===== src/rsq_pkg.sv =====
// Constants for the rail enable sequencing block: register offsets, field
// positions, reset values, pin-select codes and delay timing.
// Assumes a 20 MHz system clock and byte-wide configuration registers.
package rsq_pkg;

   // ==========================================================================
   // Clock and delay timing
   // ==========================================================================
   localparam int          RSQ_CLK_HZ      = 20_000_000;
   localparam int          RSQ_MS_PER_S    = 1000;
   localparam int          RSQ_CYC_PER_MS  = RSQ_CLK_HZ / RSQ_MS_PER_S;
   localparam int          RSQ_TOL_PCT     = 10;          // Allowed delay deviation
   localparam int          RSQ_MS_W        = 7;           // Holds up to 127 ms; the longest delay code is 64 ms

   // ==========================================================================
   // Register offsets
   // ==========================================================================
   localparam logic [7:0]  RSQ_OFS_LDO3_DLY   = 8'h21;
   localparam logic [7:0]  RSQ_OFS_SW1_MASK_A = 8'h22;
   localparam logic [7:0]  RSQ_OFS_SW1_SEL    = 8'h23;
   localparam logic [7:0]  RSQ_OFS_SW1_DLY    = 8'h24;

   // ==========================================================================
   // Reset values
   // ==========================================================================
   localparam logic [7:0]  RSQ_RST_LDO3_DLY   = 8'h00;
   localparam logic [7:0]  RSQ_RST_SW1_MASK_A = 8'h00;
   localparam logic [7:0]  RSQ_RST_SW1_SEL    = 8'h80;
   localparam logic [7:0]  RSQ_RST_SW1_DLY    = 8'h00;

   // ==========================================================================
   // Field positions
   // ==========================================================================
   localparam int          RSQ_BIT_COMBINE    = 7;
   localparam int          RSQ_BIT_SWAP       = 6;
   localparam int          RSQ_FALL_LSB       = 3;        // Falling delay, bits 5:3
   localparam int          RSQ_RISE_LSB       = 0;        // Rising delay, bits 2:0
   localparam int          RSQ_GOOD_LSB       = 5;        // Good level, bits 6:5
   localparam int          RSQ_SRC_LSB        = 2;        // Source select, bits 4:2
   localparam int          RSQ_MASK_SHARED    = 1;
   localparam int          RSQ_MASK_LDO3      = 0;

   // ==========================================================================
   // Source select codes
   // ==========================================================================
   localparam logic [2:0]  RSQ_SRC_IN1   = 3'h0;
   localparam logic [2:0]  RSQ_SRC_IN2   = 3'h1;
   localparam logic [2:0]  RSQ_SRC_IN5   = 3'h2;
   localparam logic [2:0]  RSQ_SRC_IN4   = 3'h3;
   localparam logic [2:0]  RSQ_SRC_IN3   = 3'h4;
   localparam logic [2:0]  RSQ_SRC_IN34  = 3'h5;
   localparam logic [2:0]  RSQ_SRC_IN6   = 3'h6;
   localparam logic [2:0]  RSQ_SRC_ONE   = 3'h7;

   // Delay code to nominal milliseconds
   function automatic logic [RSQ_MS_W-1:0] rsq_code_ms(input logic [2:0] code);
      unique case (code)
         3'h0: rsq_code_ms = 7'h00;
         3'h1: rsq_code_ms = 7'h02;
         3'h2: rsq_code_ms = 7'h04;
         3'h3: rsq_code_ms = 7'h08;
         3'h4: rsq_code_ms = 7'h10;
         3'h5: rsq_code_ms = 7'h18;
         3'h6: rsq_code_ms = 7'h20;
         3'h7: rsq_code_ms = 7'h40;
      endcase
   endfunction : rsq_code_ms

endpackage : rsq_pkg


===== src/rsq_edge_delay.sv =====
// Edge delay unit: passes a level through after a programmed rise or fall
// delay in whole milliseconds. Assumes its input is already synchronous.
`timescale 1ns/100ps
module rsq_edge_delay
   import rsq_pkg::*;
#(
   parameter int CYC_PER_MS = RSQ_CYC_PER_MS
)(
   input  wire logic       mclk,
   input  wire logic       sys_rst,
   input  wire logic       src_in,
   input  wire logic [2:0] rise_code,
   input  wire logic [2:0] fall_code,
   output logic            dly_out
);

   // ==========================================================================
   // Checks and state
   // ==========================================================================
   if (CYC_PER_MS < 1) begin : g_bad_rate
      $error("rsq_edge_delay: CYC_PER_MS must be at least 1");
   end

   localparam int SUB_W = $clog2(CYC_PER_MS + 1);
   localparam logic [SUB_W-1:0] SUB_LAST = SUB_W'(CYC_PER_MS - 1);

   logic                out_q,   out_d;
   logic [SUB_W-1:0]    sub_q,   sub_d;
   logic [RSQ_MS_W-1:0] ms_q,    ms_d;
   logic [RSQ_MS_W-1:0] target;

   assign target  = src_in ? rsq_code_ms(rise_code) : rsq_code_ms(fall_code);
   assign dly_out = out_q;

   // ==========================================================================
   // Timer: restarts whenever the input returns to the output level
   // ==========================================================================
   // Nominal count is exact; one extra cycle of latency is far inside tolerance
   always_comb begin
      out_d = out_q;
      sub_d = '0;
      ms_d  = '0;
      if (src_in != out_q) begin
         if (target == '0 || ms_q >= target) begin       // Code cut mid-count ends wait
            out_d = src_in;
         end else if (sub_q == SUB_LAST) begin
            ms_d  = ms_q + 7'h01;
         end else begin
            sub_d = sub_q + SUB_W'(1);
            ms_d  = ms_q;
         end
      end
   end

   always_ff @(posedge mclk or posedge sys_rst) begin
      if (sys_rst) begin
         out_q <= 1'b0;
         sub_q <= '0;
         ms_q  <= '0;
      end else begin
         out_q <= out_d;
         sub_q <= sub_d;
         ms_q  <= ms_d;
      end
   end

   // ==========================================================================
   // Assertions
   // ==========================================================================
   a_zero_delay_follow: assert property (@(posedge mclk) disable iff (sys_rst)
      (src_in && !out_q && rise_code == 3'h0) |=> out_q)
      else $error("zero rise delay did not follow input");

   a_no_early_flip: assert property (@(posedge mclk) disable iff (sys_rst)
      (src_in != out_q && target != '0 && ms_q < target) |=> out_q == $past(out_q))
      else $error("output changed before its delay ran out");

   a_glitch_restarts: assert property (@(posedge mclk) disable iff (sys_rst)
      (src_in == out_q) |=> (ms_q == '0 && sub_q == '0))
      else $error("delay timer not restarted");

endmodule : rsq_edge_delay


===== src/rsq_rail_seq.sv =====
// Rail enable sequencing for the first load switch and the third LDO rail,
// plus the combine and swap routing of the second switch and first LDO.
// Assumes control pins and power-good levels are asynchronous, and that the
// enable logic of the second switch and first LDO arrives on mclk.
//
// Contract
// Combine bit drives switch two from switch one
// Swap bit exchanges LDO one and switch two
// LDO three falling delay coded in bits 5:3
// LDO three rising delay coded in bits 2:0
// Delays nominal, ten percent tolerance accepted
// Mask A bits drop rail power-good when set
// Mask B bits drop shared and LDO three
// Source select chooses control input pins
// Code 111 feeds constant one
// Good level select 1.5/1.8/2.5/3.3 V
// Switch one rise and fall delays
// Enable needs delayed source and unmasked power-good
// Delay counter restarts on source edges
`timescale 1ns/100ps
module rsq_rail_seq
   import rsq_pkg::*;
#(
   parameter int CYC_PER_MS = RSQ_CYC_PER_MS
)(
   input  wire logic       mclk,
   input  wire logic       sys_rst,
   input  wire logic       reg_wr,
   input  wire logic [7:0] reg_addr,
   input  wire logic [7:0] reg_wdata,
   output logic      [7:0] reg_rdata,
   input  wire logic [5:0] control_input_pins,
   input  wire logic [5:0] power_good_stepdown,
   input  wire logic       power_good_switch_rail_a,
   input  wire logic       power_good_ldo_two,
   input  wire logic       power_good_shared_rail,
   input  wire logic       power_good_ldo_three,
   input  wire logic       ldo_three_req,
   input  wire logic       switch_two_logic_en,
   input  wire logic       ldo_one_logic_en,
   output logic            load_switch_one_en,
   output logic            load_switch_two_en,
   output logic            adjustable_ldo_one_en,
   output logic            adjustable_ldo_three_en,
   output logic      [1:0] switch_one_goodlevel_select
);

   // ==========================================================================
   // Configuration registers
   // ==========================================================================
   logic [7:0] ldo3_q,  ldo3_d;
   logic [7:0] mska_q,  mska_d;
   logic [7:0] sel_q,   sel_d;
   logic [7:0] dly_q,   dly_d;
   logic [7:0] rdata_q, rdata_d;

   // Reserved bits are kept as plain storage so software reads back its writes
   always_comb begin
      ldo3_d = ldo3_q;
      mska_d = mska_q;
      sel_d  = sel_q;
      dly_d  = dly_q;
      if (reg_wr) begin
         unique case (reg_addr)
            RSQ_OFS_LDO3_DLY:   ldo3_d = reg_wdata;
            RSQ_OFS_SW1_MASK_A: mska_d = reg_wdata;
            RSQ_OFS_SW1_SEL:    sel_d  = reg_wdata;
            RSQ_OFS_SW1_DLY:    dly_d  = reg_wdata;
            default: ;
         endcase
      end
   end

   // Read data is registered; unmapped offsets read as zero
   always_comb begin
      unique case (reg_addr)
         RSQ_OFS_LDO3_DLY:   rdata_d = ldo3_q;
         RSQ_OFS_SW1_MASK_A: rdata_d = mska_q;
         RSQ_OFS_SW1_SEL:    rdata_d = sel_q;
         RSQ_OFS_SW1_DLY:    rdata_d = dly_q;
         default:            rdata_d = 8'h00;
      endcase
   end

   always_ff @(posedge mclk or posedge sys_rst) begin
      if (sys_rst) begin
         ldo3_q  <= RSQ_RST_LDO3_DLY;
         mska_q  <= RSQ_RST_SW1_MASK_A;
         sel_q   <= RSQ_RST_SW1_SEL;
         dly_q   <= RSQ_RST_SW1_DLY;
         rdata_q <= 8'h00;
      end else begin
         ldo3_q  <= ldo3_d;
         mska_q  <= mska_d;
         sel_q   <= sel_d;
         dly_q   <= dly_d;
         rdata_q <= rdata_d;
      end
   end

   assign reg_rdata = rdata_q;

   // Field views
   logic       combine_switch_enables;
   logic       swap_ldo_one_switch_two;
   logic [2:0] ldo_three_fall_delay;
   logic [2:0] ldo_three_rise_delay;
   logic [2:0] switch_one_fall_delay;
   logic [2:0] switch_one_rise_delay;
   logic [2:0] switch_one_source_select;

   assign combine_switch_enables   = ldo3_q[RSQ_BIT_COMBINE];
   assign swap_ldo_one_switch_two  = ldo3_q[RSQ_BIT_SWAP];
   assign ldo_three_fall_delay     = ldo3_q[RSQ_FALL_LSB +: 3];
   assign ldo_three_rise_delay     = ldo3_q[RSQ_RISE_LSB +: 3];
   assign switch_one_fall_delay    = dly_q[RSQ_FALL_LSB +: 3];
   assign switch_one_rise_delay    = dly_q[RSQ_RISE_LSB +: 3];
   assign switch_one_source_select = sel_q[RSQ_SRC_LSB +: 3];

   // Threshold code goes straight to the analog comparator
   assign switch_one_goodlevel_select = sel_q[RSQ_GOOD_LSB +: 2];

   // ==========================================================================
   // Input synchronisers
   // ==========================================================================
   localparam int IN_W = 16;

   logic [IN_W-1:0] in_raw;
   logic [IN_W-1:0] meta_q;
   logic [IN_W-1:0] sync_q;

   assign in_raw = {control_input_pins, power_good_ldo_two, power_good_switch_rail_a,
                    power_good_stepdown, power_good_shared_rail, power_good_ldo_three};

   // Two stages; only the second stage feeds any logic
   always_ff @(posedge mclk or posedge sys_rst) begin
      if (sys_rst) begin
         meta_q <= '0;
         sync_q <= '0;
      end else begin
         meta_q <= in_raw;
         sync_q <= meta_q;
      end
   end

   logic [5:0] ctl_s;
   logic [7:0] pg_a_s;
   logic [1:0] pg_b_s;

   assign ctl_s  = sync_q[15:10];
   assign pg_a_s = sync_q[9:2];
   assign pg_b_s = sync_q[1:0];

   // ==========================================================================
   // Source select and power-good gating for switch one
   // ==========================================================================
   logic sw1_src;
   logic sw1_pg_ok;

   // Bit k of the pin vector is control input k+1
   always_comb begin
      unique case (switch_one_source_select)
         RSQ_SRC_IN1:  sw1_src = ctl_s[0];
         RSQ_SRC_IN2:  sw1_src = ctl_s[1];
         RSQ_SRC_IN5:  sw1_src = ctl_s[4];
         RSQ_SRC_IN4:  sw1_src = ctl_s[3];
         RSQ_SRC_IN3:  sw1_src = ctl_s[2];
         RSQ_SRC_IN34: sw1_src = ctl_s[2] & ctl_s[3];
         RSQ_SRC_IN6:  sw1_src = ctl_s[5];
         RSQ_SRC_ONE:  sw1_src = 1'b1;
      endcase
   end

   // A set mask bit forces that rail's term true
   assign sw1_pg_ok = &(pg_a_s | mska_q)
                    & (pg_b_s[RSQ_MASK_SHARED] | sel_q[RSQ_MASK_SHARED])
                    & (pg_b_s[RSQ_MASK_LDO3]   | sel_q[RSQ_MASK_LDO3]);

   // ==========================================================================
   // Edge delays
   // ==========================================================================
   logic sw1_dly;
   logic ldo3_dly;

   rsq_edge_delay #(
      .CYC_PER_MS (CYC_PER_MS)
   ) u_sw1_delay (
      .mclk      (mclk),
      .sys_rst   (sys_rst),
      .src_in    (sw1_src),
      .rise_code (switch_one_rise_delay),
      .fall_code (switch_one_fall_delay),
      .dly_out   (sw1_dly)
   );

   rsq_edge_delay #(
      .CYC_PER_MS (CYC_PER_MS)
   ) u_ldo3_delay (
      .mclk      (mclk),
      .sys_rst   (sys_rst),
      .src_in    (ldo_three_req),
      .rise_code (ldo_three_rise_delay),
      .fall_code (ldo_three_fall_delay),
      .dly_out   (ldo3_dly)
   );

   // ==========================================================================
   // Rail enables with combine and swap routing
   // ==========================================================================
   logic sw1_en_q,  sw1_en_d;
   logic sw2_en_q,  sw2_en_d;
   logic ldo1_en_q, ldo1_en_d;
   logic ldo3_en_q, ldo3_en_d;

   // Combine has priority over swap for switch two
   always_comb begin
      sw1_en_d  = sw1_dly & sw1_pg_ok;
      ldo3_en_d = ldo3_dly;
      if (combine_switch_enables) begin
         sw2_en_d = sw1_en_d;
      end else if (swap_ldo_one_switch_two) begin
         sw2_en_d = ldo_one_logic_en;
      end else begin
         sw2_en_d = switch_two_logic_en;
      end
      ldo1_en_d = swap_ldo_one_switch_two ? switch_two_logic_en : ldo_one_logic_en;
   end

   always_ff @(posedge mclk or posedge sys_rst) begin
      if (sys_rst) begin
         sw1_en_q  <= 1'b0;
         sw2_en_q  <= 1'b0;
         ldo1_en_q <= 1'b0;
         ldo3_en_q <= 1'b0;
      end else begin
         sw1_en_q  <= sw1_en_d;
         sw2_en_q  <= sw2_en_d;
         ldo1_en_q <= ldo1_en_d;
         ldo3_en_q <= ldo3_en_d;
      end
   end

   assign load_switch_one_en      = sw1_en_q;
   assign load_switch_two_en      = sw2_en_q;
   assign adjustable_ldo_one_en   = ldo1_en_q;
   assign adjustable_ldo_three_en = ldo3_en_q;

   // ==========================================================================
   // Assertions
   // ==========================================================================
   a_const_one_src: assert property (@(posedge mclk) disable iff (sys_rst)
      (switch_one_source_select == RSQ_SRC_ONE) |-> sw1_src)
      else $error("select 111 did not give constant one");

   a_pair_src: assert property (@(posedge mclk) disable iff (sys_rst)
      (switch_one_source_select == RSQ_SRC_IN34) |-> (sw1_src == (ctl_s[2] & ctl_s[3])))
      else $error("select 101 did not join inputs three and four");

   a_pin_to_src: assert property (@(posedge mclk) disable iff (sys_rst)
      (switch_one_source_select == RSQ_SRC_IN5) |-> (sw1_src == ctl_s[4]))
      else $error("select 010 did not pick input five");

   a_pg_gate_off: assert property (@(posedge mclk) disable iff (sys_rst)
      (!sw1_pg_ok) |=> !load_switch_one_en)
      else $error("switch one on without power-good");

   a_mask_b_gate: assert property (@(posedge mclk) disable iff (sys_rst)
      (!pg_b_s[RSQ_MASK_LDO3] && !sel_q[RSQ_MASK_LDO3]) |=> !load_switch_one_en)
      else $error("unmasked LDO three power-good ignored");

   a_mask_a_gate: assert property (@(posedge mclk) disable iff (sys_rst)
      (|(~pg_a_s & ~mska_q)) |=> !load_switch_one_en)
      else $error("unmasked rail power-good ignored");

   a_shared_gate: assert property (@(posedge mclk) disable iff (sys_rst)
      (!pg_b_s[RSQ_MASK_SHARED] && !sel_q[RSQ_MASK_SHARED]) |=> !load_switch_one_en)
      else $error("unmasked shared power-good ignored");

   a_combine_follow: assert property (@(posedge mclk) disable iff (sys_rst)
      combine_switch_enables |=> (load_switch_two_en == load_switch_one_en))
      else $error("combined switch two differs from switch one");

   a_swap_route: assert property (@(posedge mclk) disable iff (sys_rst)
      swap_ldo_one_switch_two |=> (adjustable_ldo_one_en == $past(switch_two_logic_en)))
      else $error("swap did not route switch two logic to LDO one");

   a_swap_sw2: assert property (@(posedge mclk) disable iff (sys_rst)
      (swap_ldo_one_switch_two && !combine_switch_enables)
         |=> (load_switch_two_en == $past(ldo_one_logic_en)))
      else $error("swap did not route LDO one logic to switch two");

   a_plain_route: assert property (@(posedge mclk) disable iff (sys_rst)
      (!swap_ldo_one_switch_two && !combine_switch_enables)
         |=> (load_switch_two_en == $past(switch_two_logic_en)
              && adjustable_ldo_one_en == $past(ldo_one_logic_en)))
      else $error("unswapped rails did not follow their own logic");

   a_dly_write: assert property (@(posedge mclk) disable iff (sys_rst)
      (reg_wr && reg_addr == RSQ_OFS_SW1_DLY)
         |=> (switch_one_rise_delay == $past(reg_wdata[2:0])))
      else $error("rise delay field not written");

   a_rise_wait: assert property (@(posedge mclk) disable iff (sys_rst)
      $rose(load_switch_one_en) |-> $past(sw1_dly) && $past(sw1_pg_ok))
      else $error("switch one rose without delayed source and power-good");

endmodule : rsq_rail_seq


===== config.mk =====
export PLATFORM = sky130hd
export DESIGN_NAME = rsq_rail_seq
export DESIGN_NICKNAME = d
export VERILOG_FILES = /design/src/rsq_pkg.sv /design/src/rsq_edge_delay.sv /design/src/rsq_rail_seq.sv
export SDC_FILE = /design/constraint.sdc
export NUM_CORES = 1
export LEC_CHECK = 0
export BUFFER_PORTS_ARGS = -buffer_cell sky130_fd_sc_hd__buf_2
export CAP_MARGIN = 15
export CELL_PAD_IN_SITES_DETAIL_PLACEMENT = 2
export CELL_PAD_IN_SITES_GLOBAL_PLACEMENT = 2
export CORE_UTILIZATION = 40
export CTS_CLUSTER_DIAMETER = 60
export CTS_CLUSTER_SIZE = 25
export DETAILED_ROUTE_END_ITERATION = 7
export PLACE_DENSITY = 0.82
export SLEW_MARGIN = 10
export SYNTH_ARGS = -nofsm -noshare
export SYNTH_HDL_FRONTEND = slang
export SYNTH_SLANG_ARGS = --single-unit

===== constraint.sdc =====
create_clock -name mclk -period 4.9 [get_ports mclk]
set_clock_uncertainty 0.1 [all_clocks]
set_input_delay 0.98 -clock mclk [delete_from_list [all_inputs] [get_ports mclk]]
set_output_delay 0.98 -clock mclk [all_outputs]
set_load 0.02 [all_outputs]

**After elaboration in Yosys (flattened, before gate mapping)**

Memory sizes are Yosys's and may differ from the RTL's.
Index checks and enable logic that the tools add are counted.

- Add/subtract/negate cells: 4
- Order comparisons: 2
- Multiplexer cells: 19
- Eq/ne operators: 17
- Reduce and logical (&&, ||, !) cells: 12
- Bitwise logic cells: 7

Operator list:

| kind | count |
|---|---|
| $mux 15 | 6 |
| $mux 7 | 8 |
| $eq 8x6->1 const B | 4 |
| $pmux 8 s4 | 1 |
| $add 15x1->15 const B | 2 |
| $eq 15x15->1 const B | 2 |
| $add 7x1->7 const B | 2 |
| $ge 7x7->1 | 2 |
| $logic_not 7->1 | 2 |
| $eq 3x3->1 const B | 4 |
| $reduce_and 2->1 | 6 |
| $or 8x8->8 | 1 |
| $pmux 1 s8 | 1 |
| $reduce_and 8->1 | 1 |
| $eq 3x2->1 const B | 2 |
| $ne 3x3->1 const B | 2 |
| $and 1x1->1 | 4 |
| $eq 3x1->1 const B | 1 |
| $logic_not 3->1 | 1 |
| $mux 1 | 3 |
| $logic_or 1x1->1 | 2 |
| $ne 1x1->1 | 2 |
| $or 1x1->1 | 2 |

- ROM bits: 192
- Output and inout bits: 14
- Input port bits: 38
- Memories kept: 4
- Bits in registers: 122

Memories:

| memory | depth | width | read ports | clocked after memory_dff | write ports | RTL line | text |
|---|---|---|---|---|---|---|---|
| (no name shown) | 8 | 6 | 1 | 0 | 0 | rsq_pkg.sv:57 | `unique case (code)` |
| (no name shown) | 8 | 6 | 1 | 0 | 0 | rsq_pkg.sv:57 |  |
| (no name shown) | 8 | 6 | 1 | 0 | 0 | rsq_pkg.sv:57 |  |
| (no name shown) | 8 | 6 | 1 | 0 | 0 | rsq_pkg.sv:57 |  |

**Depth between registers and ports, before layout**

- Word-level depth: 7
- Gate-level depth with buffers: 13
- Mapped depth without buffers: 11

**Modules after synthesis**

Synthesis repeated with hierarchy kept, for this count alone.

- Cell total of the unflattened synthesis: 488
- Area, all modules: 5713.0 um^2

Modules (own cells, without submodules):

| module | instances | area each (um^2) | cells an instance |
|---|---|---|---|
| rsq_edge_delay | 2 | 1437.6 | 155 |
| rsq_rail_seq | 1 | 2837.7 | 178 |

**Worst setup path before layout**

No wires, ideal clock.

- Kind: register -> register
- Start: register sel_q[2]
- End: register u_sw1_delay.sub_q[10]
- Buffers on the path: 2
- Stages on the path, launching flop included: 14
- Setup slack: 1.849 ns
- Required time: 4.704 ns
- Clock period less this slack: 3.051 ns
- Arrival time: 2.856 ns
- Cells stage by stage: dfrtp_1 o21ai_1 o31ai_1 a221oi_4 clkbuf_1 nand3_1 o41ai_1 ha_1 nand2b_1 a21boi_0 o31ai_1 nand2_1 clkbuf_1 nor4_2

- Cells in the longest elaborated chain, start to end: 7
- Elaborated cells between the ends (all ways): 16
- Those cells by class: 1 x order compare; 8 x eq/ne; 4 x mux; 3 x reduce/logical

RTL lines:

| item | RTL line | text |
|---|---|---|
| start: declaration | rsq_rail_seq.sv:53 | `logic [7:0] sel_q, sel_d;` |
| start signal: assignment | rsq_rail_seq.sv:95 | `sel_q <= sel_d;` |
| $eq 3x3->1, or another cell as far along | rsq_rail_seq.sv:162 | `unique case (switch_one_source_select)` |
| $pmux 1 s8 * | rsq_rail_seq.sv:162 |  |
| $mux 7 | rsq_edge_delay.sv:32 | `assign target = src_in ? rsq_code_ms(rise_code) : rsq_code_ms(fall_code);` |
| $ge 7x7->1 or $logic_not 7->1 (tied branches) | rsq_edge_delay.sv:44 | `if (target == '0 \|\| ms_q >= target) begin` |
| $logic_or 1x1->1 | rsq_edge_delay.sv:44 |  |
| $mux 15 | rsq_edge_delay.sv:44 |  |
| $mux 15 * | rsq_edge_delay.sv:43 | `if (src_in != out_q) begin` |
| via u_sw1_delay.sub_d[10] | rsq_edge_delay.sv:28 | `logic [SUB_W-1:0] sub_q, sub_d;` |
| end signal: assignment | rsq_edge_delay.sv:62 | `sub_q <= sub_d;` |
| end: declaration | rsq_edge_delay.sv:28 |  |

Mark *: on every way through the listed nets, which the timed path passes. The rest lies on a longest branch.
A chain may end at the register's enable or synchronous reset.

**Final worst setup path**

- Start: register sel_q[2]
- End: register u_sw1_delay.sub_q[3]

Same word-level chain as after synthesis.

==> results.md <==
* Run status: finished, final reports clean
* Finished Layout Cells at 712
* Sequential share of the synthesized area at 0.554
* Largest net degree at the start of global routing at 55
* Placed cell area at 5920 um^2
* Max-slew headroom at 0.412
* Clock Tree Buf Depth at 2
* CP startpoint kind: register
* Vias per cell at 5.61
* Vias in the first global route at 4,515
* Die Ht at 119 um
* Commonest non-fill, non-tap cell in the layout: dfrtp_1
* R2R setup slack at 870 ps
* Fin area at 6480 um^2
* CTS clk-pin slew, worst paths at 60 ps
* Crit-path max cell delay at 650 ps
* Syn Inst Count at 473
* Hold-critical path depth at 0
* Remaining antenna violation count after routing at 0
* Critical Path RT at 5120 ps
* Multi-input gate area at 2310 um^2
* Critical R2R Capture: u_sw1_delay.sub_q[3]
* Worst Hold Class: reg -> reg
* Nets at 577
* Layout fillers at 1,338
* # hold bufs at CTS at 0
* CP dominant cell by count: o31ai_1
* Ant diodes at 0
* Most frequent cells in the layout: dfrtp_1, buf_2, nor3_1
* First-pass GRT wire length at 24,700 um
* Final setup vio count at 0
* Final Cycle Share at 0.823
* WHS Endpoint: sync_q[5]
* Sinks on the clock net at 122
* Overall power at 2390 uW
* VDD IR max at 0.297 mV
* Core Area at 13,300 um^2
* Reg2reg path depth at 10
* Syn Nets at 527
* Synthesized cell area at 5510 um^2
* Slew of the pin with the lowest slew margin at 880 ps
* Synth warn at 0
* Leakage power at 0.00280 uW
* Num ports at 52
* Hold path start: meta_q[5]
* Total number of vias at 3,997
* Worst R2R Start: sel_q[2]
* Critical path type: reg -> reg
* Avg WL per Cell at 21.3 um
* P per Cell Area at 369 nW/um^2
* Drt total wl at 15,200 um
* Residual DRC at 0
* Row count at 42
* Fmax at 248 MHz
* Register bit total from synthesis at 122
* Starting Density at 0.413
* Die area at 14,300 um^2
* Starting DRT DRC Count at 145
* HPWL Detailed at 9950 um
* Mean Syn Cell Area at 11.7 um^2
* Final max-slew violation count at 0
* CTS root buf: clkbuf_16
* Total of max-cap violations at 0
* RSZ-0062 raised after global routing: no
* CTS tree: yes
* Post-CTS setup buffers at 0
* Worst hold margin at 250 ps
* Global router's overall resource usage at 0.234
* H-Tree Depth at 4
* GR Overflow Total at 0
* IO buf count at 51
* Largest fanout on the critical path at 22
* Post-route setup TNS at 0 ps
* P&R area growth vs syn at 17.6%
* Layout cells sized above 1 at 0.252
* CP max-delay cell: nand2_1
* Worst setup EP type: register
* Die Wd at 119 um
* CTS Buf Count at 17
* RD Place Congestion at 0.757
* Arrival @ worst endpoint at 4260 ps
* Critical-path cell list: nor2b_1, o31ai_1, a221oi_4, nor4b_1, a31oi_1, ha_1, a21boi_0, o31ai_1, nand2_1, nor4_1
* 1st-pass router iterations at 6
* Clock latency on the worst-skew pair at 440 ps
* Hold Fails Final Rpt at 0
* Top cell type's share of synthesized area at 0.549
* Seq. cell area at 3050 um^2
* Ranking of synthesized cells by area: dfrtp_1, mux2_2, nor3_1
* Final min period at 4030 ps
* PostCTS Resize Cnt at 0
* Placed cells at 680
* Area leader, netlist: dfrtp_1
* Initial antenna violation count at 0
* Synth unique cells at 48
logic make-up (layout without fill, tap and decap cells):
group	after synthesis	after routing	synth area share
XOR/XNOR	42	42	0.0667
AND/OR/NAND/NOR	158	158	0.160
AO/OA/AOI/OAI	61	61	0.0769
flip-flops	122	122	0.554
buffers and inverters	35	98	0.0272
adder cells (fa/ha/maj)	16	16	0.0363
multiplexers	39	39	0.0785
cell usage after synthesis (all sizes together):
library cell,n
nor4b,4
xor2,24
mux2,34
clkbuf,14
nand4,15
o41ai,1
buf,10
nand2b,3
and3,7
nand3,12
o31a,2
nor3,43
nand3b,1
ha,16
a221oi,2
a32o,1
a21boi,1
nand2,21
or4,1
nor4,9
mux2i,5
o211ai,2
nor2b,4
xnor2,18
a32oi,2
dfrtp,121
nor3b,4
a21o,1
o22ai,4
and4,5
dfstp,1
inv,11
o21ai,17
o31ai,2
a31oi,8
a22oi,16
a21oi,2
nor2,26
or3,2
or2,1
registers in the layout (all words and copies together) (netlist names), 7 cells and up:
register / flops
sync_q: 16
meta_q: 16
reg_rdata: 8
mska_q: 8
u_sw1_delay.ms_q: 7
u_ldo3_delay.ms_q: 7
dly_q: 8
u_sw1_delay.sub_q: 15
sel_q: 8
ldo3_q: 8
u_ldo3_delay.sub_q: 15
final cells by class:
class                   instances  area share
clock buffers                  18      0.0677
clock inverters                14      0.0197
inverters                      11     0.00675
multi-input cells             316       0.357
flip-flops and latches        122       0.471
well taps                     176      0.0340
repair buffers                 55      0.0440
power by group:
group	internal (uW)	total, uW	switching [uW]	leakage (uW)
sequential	1040	1060	28.0	0.00161
clock	677	1200	522	0.000272
combinational	44.0	126	81.8	0.000914
metrics by stage:
| step | setup slack [ps] | utilization |
|---|---|---|
| 5_1_grt | 570 | 0.486 |
| 3_3_place_gp | 1490 | 0.443 |
| 2_1_floorplan | 579 | - |
| 3_5_place_dp | 1100 | 0.443 |
| 4_1_cts | 847 | 0.486 |
| 6_report | 867 | 0.486 |
worst max-delay path: cells and delay by family, from the launching register on:
kind | cells | cell delay (ps)
DFF | 1 | 450
adders and majority gates | 1 | 310
AOI/OAI and AO/OA | 5 | 1220
and+or+nand+nor | 4 | 1840
routing by layer:
metal	routed length, um	vias to the layer above	share of wire	track usage
met2	8110	67	0.53	0.413
met3	540	30	0.036	0.0560
met1	6140	2080	0.40	0.267
met4	395	0	0.026	0.107
li1	-	1820	-	-
met5	0	-	0	0
worst max path at each step:
stage	start	endpoint	slack, ps
floorplan	sys_rst	adjustable_ldo_one_en	580
global placement	sel_q[2]	u_sw1_delay.sub_q[14]	1490
detailed placement	sel_q[2]	u_sw1_delay.sub_q[14]	1100
CTS	sel_q[2]	u_sw1_delay.sub_q[3]	850
global route	sel_q[2]	u_sw1_delay.sub_q[10]	570
finish	sel_q[2]	u_sw1_delay.sub_q[3]	870
Power figures use the tool's default switching activity.
